### src/shared/ecs_clock_regs.vh
// Operation
// - clock source selection is read/write and reads back the selected mode
// - code 8 takes the sample clock straight from the external input, no PLL
// - code 32 runs the internal PLL with the external input as reference
// - in external reference mode the PLL reference comes from the connector
// - termination control 1 switches on 50 Ohm termination, 0 leaves it open
// - termination applies only while the connector is an input
// - threshold in mV is read/write, signed, -5000 through +5000
// - lower limit, upper limit and step of the threshold read back in mV
// - a threshold of 0 mV is accepted for AC-coupled clocks
// - PLL settings come from reference and requested rate; some rates unreachable
// - requested sample rate is written; read returns nearest achievable rate
`ifndef ECS_CLOCK_REGS_VH
`define ECS_CLOCK_REGS_VH

// parameter indices, used directly as the access address
`define ECS_ADDR_SAMPLE_RATE 16'h4e20
`define ECS_ADDR_TERM_ENABLE 16'h4e98
`define ECS_ADDR_REF_FREQ 16'h4eac
`define ECS_ADDR_CLOCK_SRC 16'h4ee8
`define ECS_ADDR_THRESHOLD 16'ha5aa
`define ECS_ADDR_THR_MIN 16'ha5b7
`define ECS_ADDR_THR_MAX 16'ha5b8
`define ECS_ADDR_THR_STEP 16'ha5b9

// clock source codes
`define ECS_MODE_INT_PLL 32'h0000_0001
`define ECS_MODE_DIRECT_EXT 32'h0000_0008
`define ECS_MODE_EXT_REF_PLL 32'h0000_0020

// reset values
`define ECS_RST_CLOCK_SRC 32'h0000_0001
`define ECS_RST_TERM 1'b0
`define ECS_RST_THRESHOLD 32'h0000_0000
`define ECS_RST_REF_FREQ 32'h0000_0000
`define ECS_RST_SAMPLE_RATE 32'h0000_0000

// threshold limits in mV
`define ECS_THR_MIN_MV (-5000)
`define ECS_THR_MAX_MV 5000
`define ECS_THR_STEP_MV 1

// PLL multiplier width and divider step count
`define ECS_PLL_MULT_W 8
`define ECS_DIV_STEPS 6'h20

`endif

### src/rtl/ecs_pll_calc.v
`timescale 1ns/10ps
`default_nettype none
`include "ecs_clock_regs.vh"

module ecs_pll_calc #(
  parameter MULT_W = `ECS_PLL_MULT_W
) (
  // clock and reset
  input wire i_clk_sys,
  input wire i_reset,
  // request
  input wire i_start,
  input wire [31:0] i_req_hz,
  input wire [31:0] i_ref_hz,
  // result
  output reg o_busy,
  output reg o_done,
  output reg [MULT_W-1:0] o_mult,
  output reg [31:0] o_rate_hz,
  output reg o_clamped
);

  localparam ST_IDLE = 2'd0;
  localparam ST_DIV = 2'd1;
  localparam ST_FIN = 2'd2;
  localparam [32:0] MULT_MAX = {{(33-MULT_W){1'b0}}, {MULT_W{1'b1}}};

  reg [1:0] state;
  reg [32:0] rem;
  reg [31:0] quo;
  reg [31:0] den;
  reg [5:0] cnt;

  wire [32:0] shifted = {rem[31:0], quo[31]};
  wire ge = shifted >= {1'b0, den};
  // round to nearest multiple of the reference
  wire round_up = {rem, 1'b0} >= {2'b00, den};
  wire [32:0] q_round = {1'b0, quo} + {32'h0000_0000, round_up};
  wire too_low = (q_round == 33'h0_0000_0000);
  wire too_high = q_round > MULT_MAX;
  wire [MULT_W-1:0] mult_c = too_low ? {{(MULT_W-1){1'b0}}, 1'b1} :
                             too_high ? {MULT_W{1'b1}} : q_round[MULT_W-1:0];
  wire [MULT_W+31:0] prod = {{32{1'b0}}, mult_c} * {{MULT_W{1'b0}}, den};
  // the register is 32 bits wide, so higher products saturate
  wire prod_ovf = |prod[MULT_W+31:32];

  always @(posedge i_clk_sys or posedge i_reset) begin
    if (i_reset) begin
      state <= ST_IDLE;
      rem <= 33'h0_0000_0000;
      quo <= 32'h0000_0000;
      den <= 32'h0000_0000;
      cnt <= 6'h00;
      o_busy <= 1'b0;
      o_done <= 1'b0;
      o_mult <= {{(MULT_W-1){1'b0}}, 1'b1};
      o_rate_hz <= 32'h0000_0000;
      o_clamped <= 1'b0;
    end else begin
      o_done <= 1'b0;
      case (state)
        ST_IDLE: begin
          if (i_start) begin
            rem <= 33'h0_0000_0000;
            quo <= i_req_hz;
            den <= i_ref_hz;
            cnt <= 6'h00;
            o_busy <= 1'b1;
            state <= ST_DIV;
          end
        end
        ST_DIV: begin
          rem <= ge ? shifted - {1'b0, den} : shifted;
          quo <= {quo[30:0], ge};
          cnt <= cnt + 6'h01;
          if (cnt == `ECS_DIV_STEPS - 6'h01) begin
            state <= ST_FIN;
          end
        end
        ST_FIN: begin
          if (den == 32'h0000_0000) begin
            // no reference known: nothing reachable
            o_rate_hz <= 32'h0000_0000;
            o_clamped <= 1'b1;
          end else begin
            o_mult <= mult_c;
            o_rate_hz <= prod_ovf ? 32'hffff_ffff : prod[31:0];
            o_clamped <= too_low | too_high | prod_ovf;
          end
          o_busy <= 1'b0;
          o_done <= 1'b1;
          state <= ST_IDLE;
        end
        default: begin
          state <= ST_IDLE;
          o_busy <= 1'b0;
        end
      endcase
    end
  end

endmodule
`default_nettype wire

### src/rtl/ecs_clock_src_cfg.v
`timescale 1ns/10ps
`default_nettype none
`include "ecs_clock_regs.vh"

module ecs_clock_src_cfg #(
  parameter integer THR_MIN_MV = `ECS_THR_MIN_MV,
  parameter integer THR_MAX_MV = `ECS_THR_MAX_MV,
  parameter integer THR_STEP_MV = `ECS_THR_STEP_MV,
  parameter MULT_W = `ECS_PLL_MULT_W
) (
  // clock and reset
  input wire i_clk_sys,
  input wire i_reset,
  // parameter access port
  input wire i_param_wr,
  input wire i_param_rd,
  input wire [15:0] i_param_addr,
  input wire [31:0] i_param_wdata,
  output reg [31:0] o_param_rdata,
  output reg o_param_ack,
  // clock path control
  output reg o_clk_direct_ext,
  output reg o_pll_enable,
  output reg o_pll_ref_ext,
  output reg o_term_on,
  output reg [31:0] o_threshold_mv,
  // PLL settings
  output reg [MULT_W-1:0] o_pll_mult,
  output reg o_pll_load,
  output reg o_pll_busy,
  output reg o_rate_unreachable
);

  localparam signed [31:0] MIN_S = THR_MIN_MV;
  localparam signed [31:0] MAX_S = THR_MAX_MV;
  localparam signed [31:0] STEP_S = THR_STEP_MV;

  reg [31:0] clock_src_select;
  reg input_termination_enable;
  reg signed [31:0] input_threshold_mv;
  reg [31:0] reference_frequency_hz;
  reg [31:0] requested_sample_rate_hz;
  reg calc_start;

  wire wr_src = i_param_wr && (i_param_addr == `ECS_ADDR_CLOCK_SRC);
  wire wr_term = i_param_wr && (i_param_addr == `ECS_ADDR_TERM_ENABLE);
  wire wr_thr = i_param_wr && (i_param_addr == `ECS_ADDR_THRESHOLD);
  wire wr_ref = i_param_wr && (i_param_addr == `ECS_ADDR_REF_FREQ);
  wire wr_rate = i_param_wr && (i_param_addr == `ECS_ADDR_SAMPLE_RATE);

  // unknown codes are dropped so the clock path never sees an illegal mode
  wire src_code_ok = (i_param_wdata == `ECS_MODE_INT_PLL) ||
                     (i_param_wdata == `ECS_MODE_DIRECT_EXT) ||
                     (i_param_wdata == `ECS_MODE_EXT_REF_PLL);

  wire mode_direct = (clock_src_select == `ECS_MODE_DIRECT_EXT);
  wire mode_ext_ref = (clock_src_select == `ECS_MODE_EXT_REF_PLL);
  wire mode_int = (clock_src_select == `ECS_MODE_INT_PLL);

  wire calc_busy;
  wire calc_done;
  wire [MULT_W-1:0] calc_mult;
  wire [31:0] calc_rate;
  wire calc_clamped;

  // threshold clamp and grid rounding
  reg signed [31:0] thr_clamped;
  reg signed [31:0] thr_off;
  reg signed [31:0] thr_q;
  reg signed [31:0] next_threshold;
  always @* begin
    thr_clamped = $signed(i_param_wdata);
    thr_off = 32'sh0000_0000;
    thr_q = 32'sh0000_0000;
    next_threshold = 32'sh0000_0000;
    if ($signed(i_param_wdata) < MIN_S) begin
      thr_clamped = MIN_S;
    end else if ($signed(i_param_wdata) > MAX_S) begin
      thr_clamped = MAX_S;
    end
    thr_off = thr_clamped - MIN_S;
    thr_q = (thr_off + (STEP_S >>> 1)) / STEP_S;
    next_threshold = MIN_S + thr_q * STEP_S;
    if (next_threshold > MAX_S) begin
      next_threshold = next_threshold - STEP_S;
    end
  end

  // register writes
  always @(posedge i_clk_sys or posedge i_reset) begin
    if (i_reset) begin
      clock_src_select <= `ECS_RST_CLOCK_SRC;
      input_termination_enable <= `ECS_RST_TERM;
      input_threshold_mv <= `ECS_RST_THRESHOLD;
      reference_frequency_hz <= `ECS_RST_REF_FREQ;
      requested_sample_rate_hz <= `ECS_RST_SAMPLE_RATE;
      calc_start <= 1'b0;
    end else begin
      calc_start <= 1'b0;
      if (wr_src && src_code_ok) begin
        clock_src_select <= i_param_wdata;
      end
      if (wr_term) begin
        input_termination_enable <= i_param_wdata[0];
      end
      if (wr_thr) begin
        // 0 mV lies on the grid and is kept as written
        input_threshold_mv <= next_threshold;
      end
      if (wr_ref) begin
        // taken as given; the host owns its accuracy
        reference_frequency_hz <= i_param_wdata;
      end
      if (wr_rate) begin
        // uses the reference already held, so it must be written first
        requested_sample_rate_hz <= i_param_wdata;
        calc_start <= 1'b1;
      end
    end
  end

  // a rate written while a calculation runs is held and started afterwards
  reg calc_pending;
  always @(posedge i_clk_sys or posedge i_reset) begin
    if (i_reset) begin
      calc_pending <= 1'b0;
    end else if (calc_start) begin
      calc_pending <= 1'b1;
    end else if (!calc_busy) begin
      calc_pending <= 1'b0;
    end
  end

  ecs_pll_calc #(
    .MULT_W(MULT_W)
  ) u_calc (
    .i_clk_sys(i_clk_sys),
    .i_reset(i_reset),
    .i_start(calc_pending && !calc_busy),
    .i_req_hz(requested_sample_rate_hz),
    .i_ref_hz(reference_frequency_hz),
    .o_busy(calc_busy),
    .o_done(calc_done),
    .o_mult(calc_mult),
    .o_rate_hz(calc_rate),
    .o_clamped(calc_clamped)
  );

  // read mux
  reg [31:0] next_rdata;
  always @* begin
    case (i_param_addr)
      `ECS_ADDR_CLOCK_SRC: next_rdata = clock_src_select;
      `ECS_ADDR_TERM_ENABLE: next_rdata = {31'h0000_0000, input_termination_enable};
      `ECS_ADDR_THRESHOLD: next_rdata = input_threshold_mv;
      `ECS_ADDR_THR_MIN: next_rdata = MIN_S;
      `ECS_ADDR_THR_MAX: next_rdata = MAX_S;
      `ECS_ADDR_THR_STEP: next_rdata = STEP_S;
      `ECS_ADDR_REF_FREQ: next_rdata = reference_frequency_hz;
      `ECS_ADDR_SAMPLE_RATE: next_rdata = calc_rate;
      default: next_rdata = 32'h0000_0000;
    endcase
  end

  // answers and control outputs
  always @(posedge i_clk_sys or posedge i_reset) begin
    if (i_reset) begin
      o_param_rdata <= 32'h0000_0000;
      o_param_ack <= 1'b0;
      o_clk_direct_ext <= 1'b0;
      o_pll_enable <= 1'b1;
      o_pll_ref_ext <= 1'b0;
      o_term_on <= 1'b0;
      o_threshold_mv <= 32'h0000_0000;
      o_pll_mult <= {{(MULT_W-1){1'b0}}, 1'b1};
      o_pll_load <= 1'b0;
      o_pll_busy <= 1'b0;
      o_rate_unreachable <= 1'b0;
    end else begin
      o_param_ack <= i_param_wr | i_param_rd;
      if (i_param_rd) begin
        o_param_rdata <= next_rdata;
      end
      o_clk_direct_ext <= mode_direct;
      o_pll_enable <= mode_int | mode_ext_ref;
      o_pll_ref_ext <= mode_ext_ref;
      o_term_on <= input_termination_enable & (mode_direct | mode_ext_ref);
      o_threshold_mv <= input_threshold_mv;
      o_pll_busy <= calc_busy | calc_pending;
      o_pll_load <= calc_done & ~calc_clamped;
      if (calc_done) begin
        o_pll_mult <= calc_mult;
        o_rate_unreachable <= calc_clamped;
      end
    end
  end

endmodule
`default_nettype wire

### config.mk
export PLATFORM = sky130hd
export DESIGN_NAME = ecs_clock_src_cfg
export DESIGN_NICKNAME = d
export VERILOG_FILES = /design/src/rtl/ecs_pll_calc.v /design/src/rtl/ecs_clock_src_cfg.v
export VERILOG_INCLUDE_DIRS = /design/src /design/src/shared
export SDC_FILE = /design/constraint.sdc
export NUM_CORES = 1
export LEC_CHECK = 0
export BUFFER_PORTS_ARGS = -buffer_cell sky130_fd_sc_hd__buf_4
export CAP_MARGIN = 20
export CORE_MARGIN = 3
export CORE_UTILIZATION = 45
export CTS_BUF_LIST = sky130_fd_sc_hd__clkbuf_16
export CTS_CLUSTER_SIZE = 30
export DETAILED_ROUTE_END_ITERATION = 8
export SLEW_MARGIN = 20
export SYNTH_ARGS = -nofsm -noshare
export SYNTH_HDL_FRONTEND = slang
export SYNTH_SLANG_ARGS = --single-unit
### constraint.sdc
create_clock -name i_clk_sys -period 18.5 [get_ports i_clk_sys]
set_clock_uncertainty 0.05 [all_clocks]
set_input_delay 3.7 -clock i_clk_sys [delete_from_list [all_inputs] [get_ports i_clk_sys]]
set_output_delay 3.7 -clock i_clk_sys [all_outputs]
set_load 0.005 [all_outputs]
Word-level counts from Yosys, hierarchy flattened

Index checks and enable logic that the tools add are counted.

Flip-flop bits (word level): 359
Word-level logic and storage cells: 117

Add/subtract/negate cells: 6
$mul: 1
Order comparisons: 6
Equal/unequal tests: 20
Mux-type cells: 25
Bitwise operators: 11
Reduce and logical (&&, ||, !) cells: 20

Operators with widths:

| cell                     | number |
|---|---|
| $pmux W32 S8             | 1 |
| $mux W32                 | 6 |
| $mux W33                 | 2 |
| $pmux W33 S2             | 1 |
| $eq A16 B15 Y1 const B   | 4 |
| $eq A16 B16 Y1 const B   | 4 |
| $eq A32 B1 Y1 const B    | 2 |
| $eq A32 B4 Y1 const B    | 2 |
| $eq A32 B6 Y1 const B    | 2 |
| $gt A32 B14 Y1 const B   | 2 |
| $pmux W32 S2             | 1 |
| $mul A8 B32 Y40          | 1 |
| $ge A34 B32 Y1           | 1 |
| $add A32 B1 Y33          | 1 |
| $ge A33 B32 Y1           | 1 |
| $gt A33 B8 Y1 const B    | 1 |
| $logic_not A33 Y1        | 1 |
| $sub A33 B32 Y33         | 1 |
| $add A14 B32 Y32 const A | 1 |
| $logic_not A32 Y1        | 1 |
| $lt A32 B14 Y1 const B   | 1 |
| $sub A32 B14 Y32 const B | 1 |
| $sub A32 B2 Y32 const B  | 1 |
| $mux W8                  | 2 |
| 22 further kinds         | 48 |

Logic depth before layout (Yosys ltp)

Depth in word-level cells: 9
Mapped depth: 45
Gate-level depth less buffers: 41

Modules after synthesis

From an unflattened synthesis, not the netlist that was laid out.

Cells, all modules: 2753
Area total of the unflattened synthesis: 26679.3 sq um

By module, submodules not included:

| module            | times used | cells each | area an instance (sq um) | sequential area each (sq um) |
|---|---|---|---|---|
| ecs_pll_calc      | 1          | 2044       | 17944.7                  | 3704.8 |
| ecs_clock_src_cfg | 1          | 709        | 8734.6                   | 5283.8 |

Worst setup path after synthesis

OpenSTA, ideal clock, no wires.

Kind: reg2reg
Start point: register u_calc.den[10]
End point: register u_calc.o_rate_hz[23]
Data arrival time: 9.865 ns
Data required time: 18.332 ns
Setup slack: 8.467 ns
Stages on the path, launching flop included: 41
Period minus slack after synthesis: 10.033 ns
Path through: dfrtp_1 clkinv_1 ha_1 and3_1 nand2_1 or4_4 or3_1 a21o_1 a21o_1 a21oi_1 nor3b_1 o21ai_0 ha_1 ha_1 nand3_1 nor4_4 nand3_1 mux2i_1 (+5 left out) nor2_1 fa_1 fa_1 fa_1 inv_1 fa_1 inv_1 ha_1 nand2_1 or3_1 a211o_1 a22oi_1 mux2i_1 o2111ai_2 nor4_4 buf_6 a21oi_1 a21o_1

Word-level cells in the longest chain between the ends: 9
Elaborated cells on any way between the ends: 11
Classes of those cells: add/sub (1); mul (1); order compare (2); mux (4); reduce/logical (3)

Ends and longest elaborated chain:

| item                   | RTL line          | RTL |
|---|---|---|
| from (decl)            | ecs_pll_calc.v:31 | `reg [31:0] den;` |
| from (signal assigned) | ecs_pll_calc.v:66 | `den <= i_ref_hz;` |
| $ge A34 B32 Y1         | ecs_pll_calc.v:37 | `wire round_up = {rem, 1'b0} >= {2'b00, den};` |
| $add A32 B1 Y33        | ecs_pll_calc.v:38 | `wire [32:0] q_round = {1'b0, quo} + {32'h0000_0000, round_up};` |
| $gt A33 B8 Y1          | ecs_pll_calc.v:40 | `wire too_high = q_round > MULT_MAX;` |
| $mux W8                | ecs_pll_calc.v:42 | `too_high ? {MULT_W{1'b1}} : q_round[MULT_W-1:0];` |
| $mux W8                | ecs_pll_calc.v:41 | `wire [MULT_W-1:0] mult_c = too_low ? {{(MULT_W-1){1'b0}}, 1'b1} :` |
| $mul A8 B32 Y40        | ecs_pll_calc.v:43 | `wire [MULT_W+31:0] prod = {{32{1'b0}}, mult_c} * {{MULT_W{1'b0}}, den};` |
| $reduce_or A8 Y1       | ecs_pll_calc.v:45 | `wire prod_ovf = \|prod[MULT_W+31:32];` |
| $mux W32               | ecs_pll_calc.v:87 | `o_rate_hz <= prod_ovf ? 32'hffff_ffff : prod[31:0];` |
| $mux W32 *             | ecs_pll_calc.v:81 | `if (den == 32'h0000_0000) begin` |
| to (signal assigned)   | ecs_pll_calc.v:87 |  |
| to (decl)              | ecs_pll_calc.v:19 | `output reg [31:0] o_rate_hz,` |

Mark *: on every way between the ends. The rest lies on a longest branch, timed or not.
A chain may end at the register's enable or synchronous reset.

Final worst setup path

Start point: register u_calc.den[10]
End point: register u_calc.o_rate_hz[24]

The elaborated chain is that of the path after synthesis.

==> metrics.md <==
| Metric | Value |
|---|---|
| CTS hold repair buffers | 0 |
| RSZ-0062 raised after global routing | false |
| Crit Path Class | reg2reg |
| Final setup fails | 0 |
| Detailed Routing Iterations Pass 1 | 9 |
| Reg clk slew, reported paths | 0.06 ns |
| Reg-to-Reg Start | u_calc.den[10] |
| Overall routing resource usage | 25.7% |
| Async SR Flop Fraction | 100% |
| Internal power | 1.35 mW |
| Combinational share of power | 8.1% |
| Vias in the first global route | 19700 |
| DP HPWL | 54200 um |
| Syn nets | 2934 |
| Clk_lat worst skew | 0.58 ns |
| Min-delay worst type | reg2reg |
| Cell taking the most area after synthesis | dfrtp_1 |
| Drt total wl | 73200 um |
| Register bit total from synthesis | 359 |
| Iter 0 DRT Violations | 1654 |
| Sequential share of power | 43.9% |
| Slew Viols, Final | 0 |
| CTS-repair resized insts | 0 |
| Core Area | 54100 sq um |
| Mapped Cells | 2604 |
| Largest net degree at the start of global routing | 101 |
| Setup slack at placement | 6.21 ns |
| NetSw | 0.462 mW |
| Met3 Use GR | 5.93% |
| MaxCap Viol Count | 0 |
| Post-synth top flop | dfrtp_1 |
| Final Cycle Share | 66.5% |
| Slowest CP cell | a21boi_4 |
| Post-placement cell area | 26300 sq um |
| Clock Tree Buf Depth | 3 |
| CP startpoint kind | flop |
| Fmax | 0.0813 GHz |
| CTS sink count | 359 |
| Routability cong. | 0.946 |
| Status | completed |
| Net Sw Frac | 25.4% |
| Worst Hold Depth | 0 |
| Area contributors post-synth | dfrtp_1, fa_1, nor2_1 |
| Vias per cell | 5.80 |
| Global-route wire length before repair | 115000 um |
| Min cycle time layout | 12.30 ns |
| GRT overflow | 0 |
| CP required | 18.90 ns |
| Hold Fails Final Rpt | 0 |
| Post-synthesis sequential area ratio | 36.3% |
| Pwr dens | 65.5 nW/um^2 |
| Layout Cells excl Fill | 3406 |
| Wire per inst | 21.5 um |
| CTS tree | yes |
| FF-to-FF path depth | 40 |
| Number of flops mapped to enable cells by yosys | 0 |
| Post-route cell area | 27700 sq um |
| Critical Path End | u_calc.o_rate_hz[24] |
| Antenna cells | 0 |
| Row count | 85 |
| Die Wd | 240 um |
| Placed insts | 3330 |
| Clk pwr share | 47.9% |
| H-tree level count | 2 |
| Fraction of layout cells with a size suffix above 1 | 13.2% |
| Initial Utilization | 45.7% |
| Post-CTS setup buffers | 0 |
| Setup crit start | u_calc.den[10] |
| Layer carrying the most global-route usage | met2 |
| Clock Tree Root | clkbuf_16 |
| Reg2reg end | u_calc.o_rate_hz[24] |
| Antenna violations before repair | 0 |
| Antenna-violating nets left | 0 |
| Distinct cell type count after synthesis | 89 |
| Power Total | 1.82 mW |
| CP arrival | 12.70 ns |
| Mapped Area | 24700 sq um |
| Top reg by flops | u_calc.rem |
| Rel. slew slack | 29.5% |
| # nets final | 3009 |
| Die Area | 57800 sq um |
| Worst Max-Slew Pin Slew | 1.06 ns |
| Residual DRC | 0 |
| Setup TNS | 0 ns |
| Pleak | 13.9 nW |
| Synth Warn # | 0 |
| CTS Buf Count | 43 |
| Top cell type's share of synthesized area | 35.9% |
| Max reg flops | 33 |
| VDD IR max | 0.0000707 V |
| GR Layer Usage met2 | 38.5% |
| Grt met1 use | 37.3% |
| Peak fanout along the critical path | 33 |
| # port buffers | 131 |
| DIE HEIGHT | 240 um |
| Setup crit end kind | flop |
| Avg Cell Area, Syn | 9.50 sq um |
| R2r setup slk | 6.20 ns |
| Layout overhead on the synthesized area | 12.1% |
| CP max stage delay | 0.89 ns |
| Via count | 19700 |
| I/O pin total | 132 |
| PnR worst setup slack | 6.20 ns |
==> power groups by stage <==
stage	clock network, mW	registers, mW	logic [mW]
6_report	0.870	0.798	0.148
3_5_place_dp	0	0.811	0.147
5_1_grt	0.919	0.798	0.157
3_3_place_gp	0	0.811	0.146
4_1_cts	0.886	0.797	0.147
2_1_floorplan	0	0.810	0.0856
==> final cells by class <==
type                            instances  area, sq um
Tap cell                              696          871
Sequential cell                       359         8990
Fill cell                            5021        26400
Clock buffer                           43         1080
Inverter                              227          860
Multi-Input combinational cell       1890        14400
Clock inverter                         33          352
Timing Repair Buffer                  158         1190
==> synthesized netlist by cell type (12+ instances only) <==
cell / count
nand2_1: 203
nand2b_1: 57
a31oi_1: 42
fa_1: 181
and3_1: 14
a222oi_1: 29
nand3_1: 35
nor2_1: 382
inv_1: 202
ha_1: 97
xor2_1: 29
o21ai_0: 140
o21a_1: 17
nor3_1: 22
nor4_1: 24
mux2i_1: 12
clkbuf_1: 72
xnor2_1: 41
mux2_2: 78
buf_2: 37
nand4_1: 29
nor2b_1: 43
clkinv_1: 25
a21o_1: 69
dfrtp_1: 355
o22ai_1: 35
a21oi_1: 148
==> critical path: cells and delay by family, from the launching register on <==
kind	cells	cell delay (ns)
muxes	2	0.42
and+or+nand+nor	12	3.33
DFF	1	0.35
buffers and inverters	5	0.82
adders and majority gates	8	3.59
AOI/OAI and AO/OA	13	3.61
==> cells by family (layout without fill, tap and decap cells) <==
family | Yosys count | in the layout | share of synthesized area [%]
AND/OR/NAND/NOR | 868 | 868 | 16.5
AO/OA/AOI/OAI | 584 | 584 | 15.3
flip-flops | 359 | 359 | 36.3
buffers and inverters | 355 | 461 | 5.75
adder cells (fa/ha/maj) | 278 | 278 | 19.6
multiplexers | 90 | 90 | 4.04
XOR/XNOR | 70 | 70 | 2.48
==> how the worst min path moves through the flow <==
stage                                       from                  to
after floorplan            input_threshold_mv[1]   o_threshold_mv[1]
after global placement    input_threshold_mv[19]  o_threshold_mv[19]
after CTS                 input_threshold_mv[19]  o_threshold_mv[19]
after global routing      input_threshold_mv[26]  o_threshold_mv[26]
final                     input_threshold_mv[19]  o_threshold_mv[19]
after detailed placement  input_threshold_mv[26]  o_threshold_mv[26]
==> per-stage QoR <==
| stage | util (%) | hold slack [ns] |
|---|---|---|
| 3_5_place_dp | 48.6 | 0.336 |
| 5_1_grt | 51.2 | 0.359 |
| 4_1_cts | 51.2 | 0.347 |
| 2_1_floorplan | - | 0.321 |
| 6_report | 51.2 | 0.345 |
| 3_3_place_gp | 48.6 | 0.333 |
==> layer usage <==
metal  share of wire (%)  routed length [um]
met4                 2.8                2090
met1                  46               33300
met5                   0                   0
met3                 7.7                5640
met2                  44               32200
==> placed cells by master, fill, tap and decap left out, types with 41 or more instances in the layout <==
cell type  instances
nor2_1           379
dfrtp_1          355
inv_1            209
nand2_1          203
fa_1             181
buf_4            158
a21oi_1          148
o21ai_0          139
ha_1              97
mux2_2            78
a21o_1            69
nand2b_1          56
clkbuf_16         43
nor2b_1           42
a31oi_1           42
xnor2_1           41
Power figures use the tool's default switching activity.
